<file path="config.mk">
export PLATFORM = sky130hd
export DESIGN_NAME = icu_top
export DESIGN_NICKNAME = d
export VERILOG_FILES = /design/src/hw/icu_pkg.sv /design/src/hw/icu_edge_prescale.sv /design/src/hw/icu_top.sv
export SDC_FILE = /design/constraint.sdc
export NUM_CORES = 1
export LEC_CHECK = 0
export BUFFER_PORTS_ARGS = -buffer_cell sky130_fd_sc_hd__buf_2
export CORE_ASPECT_RATIO = 0.9
export CORE_MARGIN = 4
export CORE_UTILIZATION = 50
export CTS_CLUSTER_SIZE = 20
export DETAILED_ROUTE_END_ITERATION = 8
export GPL_ROUTABILITY_DRIVEN = 0
export PLACE_DENSITY = 0.86
export REMOVE_ABC_BUFFERS = 1
export SLEW_MARGIN = 10
export SYNTH_ARGS = -nofsm -noshare
export SYNTH_HDL_FRONTEND = slang
export SYNTH_HIERARCHICAL = 1
export SYNTH_SLANG_ARGS = --single-unit
</file>
<file path="constraint.sdc">
create_clock -name core_clk -period 4.2 [get_ports core_clk]
set_input_delay 0.63 -clock core_clk [delete_from_list [all_inputs] [get_ports core_clk]]
set_output_delay 0.63 -clock core_clk [all_outputs]
set_load 0.01 [all_outputs]
</file>
<file path="src/hw/icu_pkg.sv">
package icu_pkg;

    // Register bus geometry
    localparam int unsigned ICU_ADDR_W = 8;
    localparam int unsigned ICU_DATA_W = 32;

    // Register byte addresses, one aligned word each
    localparam logic [7:0] ICU_OFS_CONTROL = 8'h00;
    localparam logic [7:0] ICU_OFS_VALUE_LOW = 8'h04;
    localparam logic [7:0] ICU_OFS_VALUE_HIGH = 8'h08;
    localparam logic [7:0] ICU_OFS_IRQ_STATUS = 8'h0c;
    localparam logic [7:0] ICU_OFS_IRQ_CLEAR = 8'h10;
    localparam logic [7:0] ICU_OFS_IRQ_ENABLE = 8'h14;

    // Field positions
    localparam int unsigned ICU_MODE_LSB = 0;
    localparam int unsigned ICU_MODE_MSB = 3;
    localparam int unsigned ICU_FLAG_BIT = 0;

    // Reset values
    localparam logic [7:0] ICU_CONTROL_RST = 8'h00;
    localparam logic [7:0] ICU_VALUE_RST = 8'h00;
    localparam logic ICU_FLAG_RST = 1'b0;
    localparam logic ICU_ENABLE_RST = 1'b0;

    // Mode select field encodings
    localparam logic [3:0] ICU_MODE_OFF = 4'h0;
    localparam logic [3:0] ICU_MODE_FALL = 4'h4;
    localparam logic [3:0] ICU_MODE_RISE = 4'h5;
    localparam logic [3:0] ICU_MODE_RISE4 = 4'h6;
    localparam logic [3:0] ICU_MODE_RISE16 = 4'h7;

    // Prescaler: fire when the masked count is all ones
    localparam int unsigned ICU_PRESCALE_W = 4;
    localparam logic [3:0] ICU_DIV4_MASK = 4'h3;
    localparam logic [3:0] ICU_DIV16_MASK = 4'hf;
    localparam logic [3:0] ICU_PRESCALE_RST = 4'h0;

    // Pin synchroniser depth
    localparam int unsigned ICU_SYNC_STAGES = 2;

    // Decoded capture event selection
    typedef enum logic [2:0] {
        ICU_SEL_NONE,
        ICU_SEL_FALL,
        ICU_SEL_RISE,
        ICU_SEL_RISE4,
        ICU_SEL_RISE16
    } icu_sel_e;

    // Sixteen-bit timebase count, high and low bytes together
    typedef struct packed {
        logic [7:0] high;
        logic [7:0] low;
    } icu_count_s;

    // Mode field to event selection; anything else is not capture
    function automatic icu_sel_e icu_decode_mode(input logic [3:0] mode);
        icu_sel_e sel;
        sel = ICU_SEL_NONE;
        case (mode)
            ICU_MODE_FALL: sel = ICU_SEL_FALL;
            ICU_MODE_RISE: sel = ICU_SEL_RISE;
            ICU_MODE_RISE4: sel = ICU_SEL_RISE4;
            ICU_MODE_RISE16: sel = ICU_SEL_RISE16;
            default: sel = ICU_SEL_NONE;
        endcase
        return sel;
    endfunction : icu_decode_mode

endpackage : icu_pkg

</file>
<file path="src/hw/icu_edge_prescale.sv">
`timescale 1ns/100ps
module icu_edge_prescale (
    // Clock and reset
    input wire logic core_clk,
    input wire logic rst_n,
    // Capture pin level
    input wire logic pin_in,
    // Selection from the mode field
    input icu_pkg::icu_sel_e sel,
    // Event out, one cycle per selected event
    output logic fire
);
    import icu_pkg::*;

    logic sync1_reg;                        // First stage, read only by sync2_reg
    logic sync2_reg;                        // Settled pin level
    logic prev_reg;                         // Level one cycle earlier
    logic [ICU_PRESCALE_W-1:0] cnt_reg;     // Rising edge prescaler
    logic [ICU_PRESCALE_W-1:0] cnt_next;
    logic rise;
    logic fall;
    logic in_capture;
    logic div4_hit;
    logic div16_hit;

    // Two-stage synchroniser plus edge history
    always_ff @(posedge core_clk or negedge rst_n) begin
        if (!rst_n) begin
            sync1_reg <= 1'b0;
            sync2_reg <= 1'b0;
            prev_reg <= 1'b0;
        end else begin
            sync1_reg <= pin_in;
            sync2_reg <= sync1_reg;
            prev_reg <= sync2_reg;
        end
    end

    // Edges on the settled level only, so one edge gives one pulse
    assign rise = sync2_reg & ~prev_reg;
    assign fall = ~sync2_reg & prev_reg;
    assign in_capture = (sel != ICU_SEL_NONE);

    // Held clear outside capture; a switch between capture settings keeps it
    assign cnt_next = !in_capture ? ICU_PRESCALE_RST :
                      rise ? cnt_reg + 4'h1 : cnt_reg;

    // Counter register
    always_ff @(posedge core_clk or negedge rst_n) begin
        if (!rst_n) begin
            cnt_reg <= ICU_PRESCALE_RST;
        end else begin
            cnt_reg <= cnt_next;
        end
    end

    // Fourth and sixteenth rising edges
    assign div4_hit = ((cnt_reg & ICU_DIV4_MASK) == ICU_DIV4_MASK);
    assign div16_hit = ((cnt_reg & ICU_DIV16_MASK) == ICU_DIV16_MASK);

    // Event selection
    assign fire = (sel == ICU_SEL_FALL) ? fall :
                  (sel == ICU_SEL_RISE) ? rise :
                  (sel == ICU_SEL_RISE4) ? (rise & div4_hit) :
                  (sel == ICU_SEL_RISE16) ? (rise & div16_hit) :
                  1'b0;
endmodule : icu_edge_prescale

</file>
<file path="src/hw/icu_top.sv">
// How it works
// Event copies both timebase bytes at once
// Falling, rising, fourth, sixteenth rising edge
// Capture sets sticky flag; software clears it
// Newer capture overwrites unread value
// Pin level sensed whatever its direction
// Software keeps capture pin an input
// Software uses timer or synchronous counter
// Software never clocks timebase from undivided clock
// Mode change may set a false flag
// Prescaler held clear when not capturing
// Every reset clears the prescaler
// Prescale switch does not clear the counter
// Software writes zero, then new mode
// Quarter-rate timebase halts in sleep, resumes
// External timebase keeps capture alive in sleep
// Mode codes 0000 off, 0100 to 0111
// Synchronise pin, detect edges, one capture each
//
// The APB register port and the placing of the registers are this design's own decisions.
`timescale 1ns/100ps
module icu_top (
    // Clock and reset
    input wire logic core_clk,
    input wire logic rst_n,
    // APB slave
    input wire logic psel,
    input wire logic penable,
    input wire logic pwrite,
    input wire logic [7:0] paddr,
    input wire logic [31:0] pwdata,
    input wire logic [3:0] pstrb,
    output logic [31:0] prdata,
    output logic pready,
    output logic pslverr,
    // Capture pin, sensed as driven or as received
    input wire logic capture_pin_in,
    // Timebase counter interface
    input icu_pkg::icu_count_s timebase_count,
    input wire logic timebase_ext_clock,
    output logic timebase_count_enable,
    // Power state
    input wire logic sleep_active,
    // Interrupt
    output logic irq
);
    import icu_pkg::*;

    // Register state
    logic [7:0] control_reg;        // capture_control
    logic [7:0] control_next;
    icu_count_s value_reg;          // capture_value_high and capture_value_low
    icu_count_s value_next;
    logic flag_reg;                 // capture_event_flag
    logic flag_next;
    logic enable_reg;               // capture_irq_enable
    logic enable_next;

    // Bus decode
    logic access;                   // Access phase, always completes at once
    logic wr;
    logic lane0;                    // Byte lane holding the 8-bit registers
    logic hit_control;
    logic hit_low;
    logic hit_high;
    logic hit_status;
    logic hit_clear;
    logic hit_enable;
    logic addr_hit;

    // Capture datapath
    logic [3:0] mode_select_field;
    icu_sel_e sel;
    logic raw_fire;                 // Event from the edge and prescale stage
    logic sleep_ok;                 // Capture allowed in the present power state
    logic capture_fire;             // Event that really latches
    logic flag_clear;

    // The slave never stretches a transfer
    assign pready = 1'b1;
    assign access = psel & penable;
    assign wr = access & pwrite;
    assign lane0 = pstrb[0];

    // Address decode
    assign hit_control = (paddr == ICU_OFS_CONTROL);
    assign hit_low = (paddr == ICU_OFS_VALUE_LOW);
    assign hit_high = (paddr == ICU_OFS_VALUE_HIGH);
    assign hit_status = (paddr == ICU_OFS_IRQ_STATUS);
    assign hit_clear = (paddr == ICU_OFS_IRQ_CLEAR);
    assign hit_enable = (paddr == ICU_OFS_IRQ_ENABLE);
    assign addr_hit = hit_control | hit_low | hit_high | hit_status | hit_clear | hit_enable;

    // Unmapped addresses answer with an error and have no effect
    assign pslverr = access & ~addr_hit;

    // Mode field and its decode
    assign mode_select_field = control_reg[ICU_MODE_MSB:ICU_MODE_LSB];
    assign sel = icu_decode_mode(mode_select_field);

    // Edge detection and prescaling
    icu_edge_prescale u_edge (
        .core_clk(core_clk),
        .rst_n(rst_n),
        .pin_in(capture_pin_in),
        .sel(sel),
        .fire(raw_fire)
    );

    // Quarter-rate timebase stops in sleep; external one keeps running
    assign timebase_count_enable = ~(sleep_active & ~timebase_ext_clock);

    // In sleep only an external timebase gives meaningful captures
    assign sleep_ok = ~sleep_active | timebase_ext_clock;
    assign capture_fire = raw_fire & sleep_ok;

    // Control: whole byte stored, low nibble drives the mode
    assign control_next = (wr && hit_control && lane0) ? pwdata[7:0] : control_reg;

    // Capture has priority over a software write in the same cycle;
    // both bytes load together, so a stale value is simply replaced
    assign value_next.high = capture_fire ? timebase_count.high :
                             (wr && hit_high && lane0) ? pwdata[7:0] : value_reg.high;
    assign value_next.low = capture_fire ? timebase_count.low :
                            (wr && hit_low && lane0) ? pwdata[7:0] : value_reg.low;

    // Sticky flag: set wins over a clear in the same cycle
    assign flag_clear = wr && hit_clear && lane0 && pwdata[ICU_FLAG_BIT];
    assign flag_next = capture_fire | (flag_reg & ~flag_clear);

    // Interrupt enable
    assign enable_next = (wr && hit_enable && lane0) ? pwdata[ICU_FLAG_BIT] : enable_reg;

    // Register update
    always_ff @(posedge core_clk or negedge rst_n) begin
        if (!rst_n) begin
            control_reg <= ICU_CONTROL_RST;
            value_reg <= {ICU_VALUE_RST, ICU_VALUE_RST};
            flag_reg <= ICU_FLAG_RST;
            enable_reg <= ICU_ENABLE_RST;
        end else begin
            control_reg <= control_next;
            value_reg <= value_next;
            flag_reg <= flag_next;
            enable_reg <= enable_next;
        end
    end

    // Level interrupt while an enabled status bit is set
    assign irq = flag_reg & enable_reg;

    // Read mux; clear register and unmapped addresses read zero
    always_comb begin
        prdata = 32'h0000_0000;
        if (access && !pwrite) begin
            if (hit_control) begin
                prdata[7:0] = control_reg;
            end else if (hit_low) begin
                prdata[7:0] = value_reg.low;
            end else if (hit_high) begin
                prdata[7:0] = value_reg.high;
            end else if (hit_status) begin
                prdata[ICU_FLAG_BIT] = flag_reg;
            end else if (hit_enable) begin
                prdata[ICU_FLAG_BIT] = enable_reg;
            end else begin
                prdata = 32'h0000_0000;
            end
        end
    end
endmodule : icu_top

</file>
=== Word level (Yosys, flattened, before mapping) ===
Index checks and enable logic that the tools add are counted.

* Memories: 0
* Input port bits: 68
* ROM bits: 0
* Register bits after elaboration: 33
* Word-level logic and storage cells: 85
* Bits in writable memories: 0
* Bits in latches: 0

* Magnitude comparators: 0
* $mul: 0
* Divide/modulo/power cells: 0
* Shift-type cells: 0
* Bitwise gates (word level): 25
* Equality and inequality tests: 16
* $add $sub $neg: 1
* Reduce and logical (&&, ||, !) cells: 17
* Mux-type cells: 17

{| class="wikitable"
|+ Operators by type and width
! cell !! count
|-
| $mux W8 || 8
|-
| $eq A4 B3 Y1 const B || 4
|-
| $eq A8 B4 Y1 const B || 2
|-
| $eq A8 B5 Y1 const B || 2
|-
| $logic_and A1 B1 Y1 || 12
|-
| $pmux W3 S4 || 1
|-
| $and A1 B1 Y1 || 11
|-
| $eq A8 B3 Y1 const B || 1
|-
| $logic_not A8 Y1 || 1
|-
| $mux W4 || 2
|-
| $not A1 Y1 || 7
|-
| $or A1 B1 Y1 || 7
|-
| $eq A3 B2 Y1 const B || 2
|-
| $mux W1 || 6
|-
| $add A4 B1 Y4 const B || 1
|-
| $eq A4 B4 Y1 const B || 1
|-
| $reduce_bool A2 Y1 || 2
|-
| $eq A3 B1 Y1 const B || 1
|-
| $eq A3 B3 Y1 const B || 1
|-
| $reduce_bool A3 Y1 || 1
|-
| $eq A2 B2 Y1 const B || 1
|-
| $ne A2 B1 Y1 const B || 1
|-
| $logic_not A1 Y1 || 1
|}

=== Depth between registers and ports, before layout ===
* Depth in word-level cells: 9
* Mapped depth: 10

=== Hierarchy ===
Netlist, hierarchy kept.

{| class="wikitable"
|+ By module, submodules not included
! module !! cells each !! area an instance (µm²) !! sequential area each (µm²) !! times used
|-
| icu_top || 193 || 1811.7 || 650.6 || 1
|-
| icu_edge_prescale || 29 || 316.6 || 175.2 || 1
|}

=== Least setup slack after synthesis ===
Ideal clock, no wire load.

* Path kind: input port to output port
* Start: input paddr[7]
* End: output prdata[1]
* Buffers on the path: 1
* Data required time: 3.570 ns
* Arrival: 1.795 ns
* Stages on the path: 5
* Setup slack: 1.775 ns
* Path through: nor4_4 > nand2b_1 > or3_1 > buf_2 > nor3_2

* Word-level cells in the longest chain between the ends: 5
* Elaborated cells on any way between the ends: 7

{| class="wikitable"
|+ Ends and longest elaborated chain
! what !! RTL line !! text
|-
| start: declaration || icu_top.sv:30 || <nowiki>input wire logic [7:0] paddr,</nowiki>
|-
| $eq A8 B4 Y1 || icu_top.sv:88 || <nowiki>assign hit_high = (paddr == ICU_OFS_VALUE_HIGH);</nowiki>
|-
| $mux W8 || icu_top.sv:160 || <nowiki>end else if (hit_high) begin</nowiki>
|-
| $mux W8 || icu_top.sv:158 || <nowiki>end else if (hit_low) begin</nowiki>
|-
| $mux W8 * || icu_top.sv:156 || <nowiki>if (hit_control) begin</nowiki>
|-
| $mux W8 * || icu_top.sv:155 || <nowiki>if (access && !pwrite) begin</nowiki>
|-
| end: declaration || icu_top.sv:33 || <nowiki>output logic [31:0] prdata,</nowiki>
|}

Every way passes the cells marked *; elsewhere a longest branch is shown, timed or not.

=== Worst setup path after layout ===
* Start: register control_reg[3]
* End: register value_reg[6] in the netlist's numbering

* Word-level cells in the longest chain between the ends: 9
* Elaborated cells on any way between the ends: 16

{| class="wikitable"
|+ Ends and longest elaborated chain
! what !! RTL line !! text
|-
| start: declaration || icu_top.sv:50 || <nowiki>logic [7:0] control_reg;</nowiki>
|-
| start signal: assignment || icu_top.sv:142 || <nowiki>control_reg <= control_next;</nowiki>
|-
| $eq A4 B3 Y1 || icu_pkg.sv:61 || <nowiki>case (mode)</nowiki>
|-
| $pmux W3 S4 * || icu_pkg.sv:61 ||
|-
| named net sel[1] || icu_top.sv:73 || <nowiki>icu_sel_e sel;</nowiki>
|-
| $eq A3 B3 Y1 || icu_edge_prescale.sv:65 || <nowiki>(sel == ICU_SEL_RISE16) ? (rise & div16_hit) :</nowiki>
|-
| $mux W1 || icu_edge_prescale.sv:65 ||
|-
| $mux W1 || icu_edge_prescale.sv:64 || <nowiki>(sel == ICU_SEL_RISE4) ? (rise & div4_hit) :</nowiki>
|-
| $mux W1 || icu_edge_prescale.sv:63 || <nowiki>(sel == ICU_SEL_RISE) ? rise :</nowiki>
|-
| $mux W1 * || icu_edge_prescale.sv:62 || <nowiki>assign fire = (sel == ICU_SEL_FALL) ? fall :</nowiki>
|-
| named net raw_fire || icu_top.sv:74 || <nowiki>logic raw_fire;</nowiki>
|-
| $and A1 B1 Y1 * || icu_top.sv:115 || <nowiki>assign capture_fire = raw_fire & sleep_ok;</nowiki>
|-
| $mux W8 / $reduce_bool A2 Y1 (equally long branches) || - ||
|-
| end signal: assignment || icu_top.sv:138 || <nowiki>value_reg <= {ICU_VALUE_RST, ICU_VALUE_RST};</nowiki>
|-
| end signal: assignment || icu_top.sv:143 || <nowiki>value_reg <= value_next;</nowiki>
|-
| end: declaration || icu_top.sv:52 || <nowiki>icu_count_s value_reg;</nowiki>
|}

Mark *: on every way through the listed nets, which the timed path passes. The rest lies on a longest branch.
A chain may end at the register's enable or synchronous reset.

==> summary.md <==
| Metric | Value |
|---|---|
| FP Rows | 22 |
| Comb pwr share | 11.7% |
| Largest register FFs | 16 |
| IO buf count | 51 |
| H-tree levels | 2 |
| VDD IR max | 0.2099 mV |
| Top cells by area, synth | dfrtp_1, mux2_2, buf_4, mux2_4, nand2_1 |
| Crit-path max FO | 18 |
| Clk sinks | 33 |
| Routed vias | 1644 |
| # hold bufs at CTS | 0 |
| Slew Viols, Final | 0 |
| Final hold vios | 0 |
| R2r setup slk | 1410 ps |
| Initial antenna violation count | 0 |
| Post-route cell area | 2394 sq um |
| WS Path Type | flip-flop to flip-flop |
| Initial cell density of the core | 51.89% |
| Max-cap check violation count | 0 |
| Sw Ratio | 25.30% |
| Pwr Density | 282.5 nW/um^2 |
| Crit path time final | 2793 ps |
| Global-route wire length before repair | 7396 um |
| Synth top area share | 38.80% |
| Setup violators final | 0 |
| Slew @ Worst Pin | 735.5 ps |
| DR WL/cell | 14.60 um |
| Die area | 5366 sq um |
| Yosys top cell by area | dfrtp_1 |
| ANT cells | 0 |
| Final Cycle Share | 66.51% |
| Max-slew headroom | 50.97% |
| Most frequent cells in the layout | buf_2, dfrtp_1, conb_1 |
| Core ar. | 4101 sq um |
| Routed wire length | 4627 um |
| Cell area after synthesis | 2128 sq um |
| Sequential share of the synthesized area | 38.80% |
| Clock-pin slew on the worst setup and hold paths | 80 ps |
| Largest net degree at the start of global routing | 34 |
| RSZ-0062 raised after global routing | false |
| Worst-skew pair later-pin latency | 290 ps |
| Residual DRC | 0 |
| Ys Warns | 6 |
| Status | completed |
| Vias/cell | 5.186 |
| Cells after Synth | 222 |
| Hold crit path type | flip-flop to flip-flop |
| Worst setup margin | 1407 ps |
| Die H | 69.90 um |
| CTS tree | built |
| 1st-iter DRT viols | 111 |
| Synth Flop Type | dfrtp_1 |
| Sequential power share | 48.7% |
| Post-CTS sizing | 0 |
| Startpoint Class | flip-flop |
| # IOs | 104 |
| Clock root buffer | clkbuf_8 |
| Share of cells above drive strength 1 | 34.94% |
| Post-CTS setup repair buffer count | 0 |
| Hold slack | 342.5 ps |
| Mapped Avg Cell Area | 9.587 sq um |
| Crit. End Element | flip-flop |
| Utilization after layout | 58.36% |
| Power, Total | 0.6762 mW |
| Library cells used by synthesis | 44 |
| P&R area growth vs syn | 12.46% |
| DR pass1 iterations | 4 |
| WP data required | 4370 ps |
| DPL Wire Length | 3389 um |
| Sw power | 0.1711 mW |
| Yosys reg bits | 33 |
| Clock Power Share | 39.6% |
| Number of global-route vias before repair | 1633 |
| Async SR Flop Fraction | 100.0% |
| Placed insts | 309 |
| Pre-CTS setup slack | 1401 ps |
| Die width | 76.77 um |
| Leak | 1.180 nW |
| Post-route antenna net violation count | 0 |
| Clock buffer depth | 2 |
| Commonest non-fill, non-tap cell in the layout | buf_2 |
| Final Skew | 11.85 ps |
| Global route overflow | 0 |
| Sum of negative setup slack | 0 ps |
| Int Power | 0.5052 mW |
| Tot GR Track Use | 17.16% |
| Final std cells w/o fill | 317 |
| CP Data Arrival Time | 2960 ps |
| Placed cell areas | 2292 sq um |
| Number of synthesized flops with an enable pin | 0 |
| Layout net count | 337 |
| Max Fclk | 0.3580 GHz |
| CTS Buf Count | 5 |
[cell usage after synthesis (2+ instances only)]
cell       n
buf_2      4
dfrtp_1   33
nand3b_1   2
nand3_1    9
conb_1     2
nor2_1    14
o21ai_0    3
inv_1     10
a21oi_1   16
or3_1      3
mux2_2    17
xnor2_1    2
o211ai_1   8
buf_4     25
nand2b_1   5
nor3_2     6
mux2_4     8
nor3_1     2
clkbuf_1   5
nand2_1   24
[power groups by stage]
stage	clock [mW]	combinational (mW)	sequential (mW)
2_1_floorplan	0	0.0400	0.334
3_3_place_gp	0	0.0767	0.335
3_5_place_dp	0	0.0786	0.335
4_1_cts	0.271	0.0788	0.329
5_1_grt	0.284	0.0885	0.330
6_report	0.268	0.0791	0.329
[logic make-up (layout without fill, tap and decap cells)]
group | Yosys count | count (layout) | synth area share, %
AOI/OAI and AO/OA | 34 | 34 | 9.936
xor gates and xnor gates | 3 | 3 | 1.235
adders and majority gates | 1 | 1 | 0.5878
buffers and inverters | 45 | 69 | 12.93
DFF | 33 | 33 | 38.80
muxes | 26 | 26 | 15.11
other | 2 | 25 | 0.3529
and+or+nand+nor | 78 | 78 | 21.05
[path summary, 6_finish.rpt]
path / depth (start not counted) / end / startpoint
worst max-delay path: 8 / value_reg[6] / control_reg[3]
worst min-delay path: 0 / u_edge/sync2_reg / u_edge/sync1_reg
worst max register to register: 8 / value_reg[6] / control_reg[3]
worst min register to register: 0 / u_edge/sync2_reg / u_edge/sync1_reg
max in group asynchronous: 1 / control_reg[3] / rst_n
min in group asynchronous: 1 / u_edge/cnt_reg[1] / rst_n
[worst max-delay path, cell delays in order (launching register included)]
cell	delay [ps]
dfrtp_1	390
nand2b_1	190
nor2_1	230
nor4bb_1	100
a311oi_1	250
nor2b_1	80
nand2_1	460
o21a_1	620
mux2_4	350
[metal layers]
layer  global-route usage [%]  vias up  wire, um
met5                        0        -         0
met1                    20.61      777      2038
li1                         -      809         -
met2                    30.66       56      2275
met4                    3.622        0        25
met3                    4.639        2       288
[area by class of cell]
cell class	count	area, sq um
clock inverters	1	5.005
flip-flops and latches	33	825.8
multi-input cells	167	1114
fillers	370	1708
repair buffers	51	255.2
well taps	48	60.06
clock buffers	7	96.34
inverters	10	37.54
Note: power is estimated with default switching activity, not from simulation.
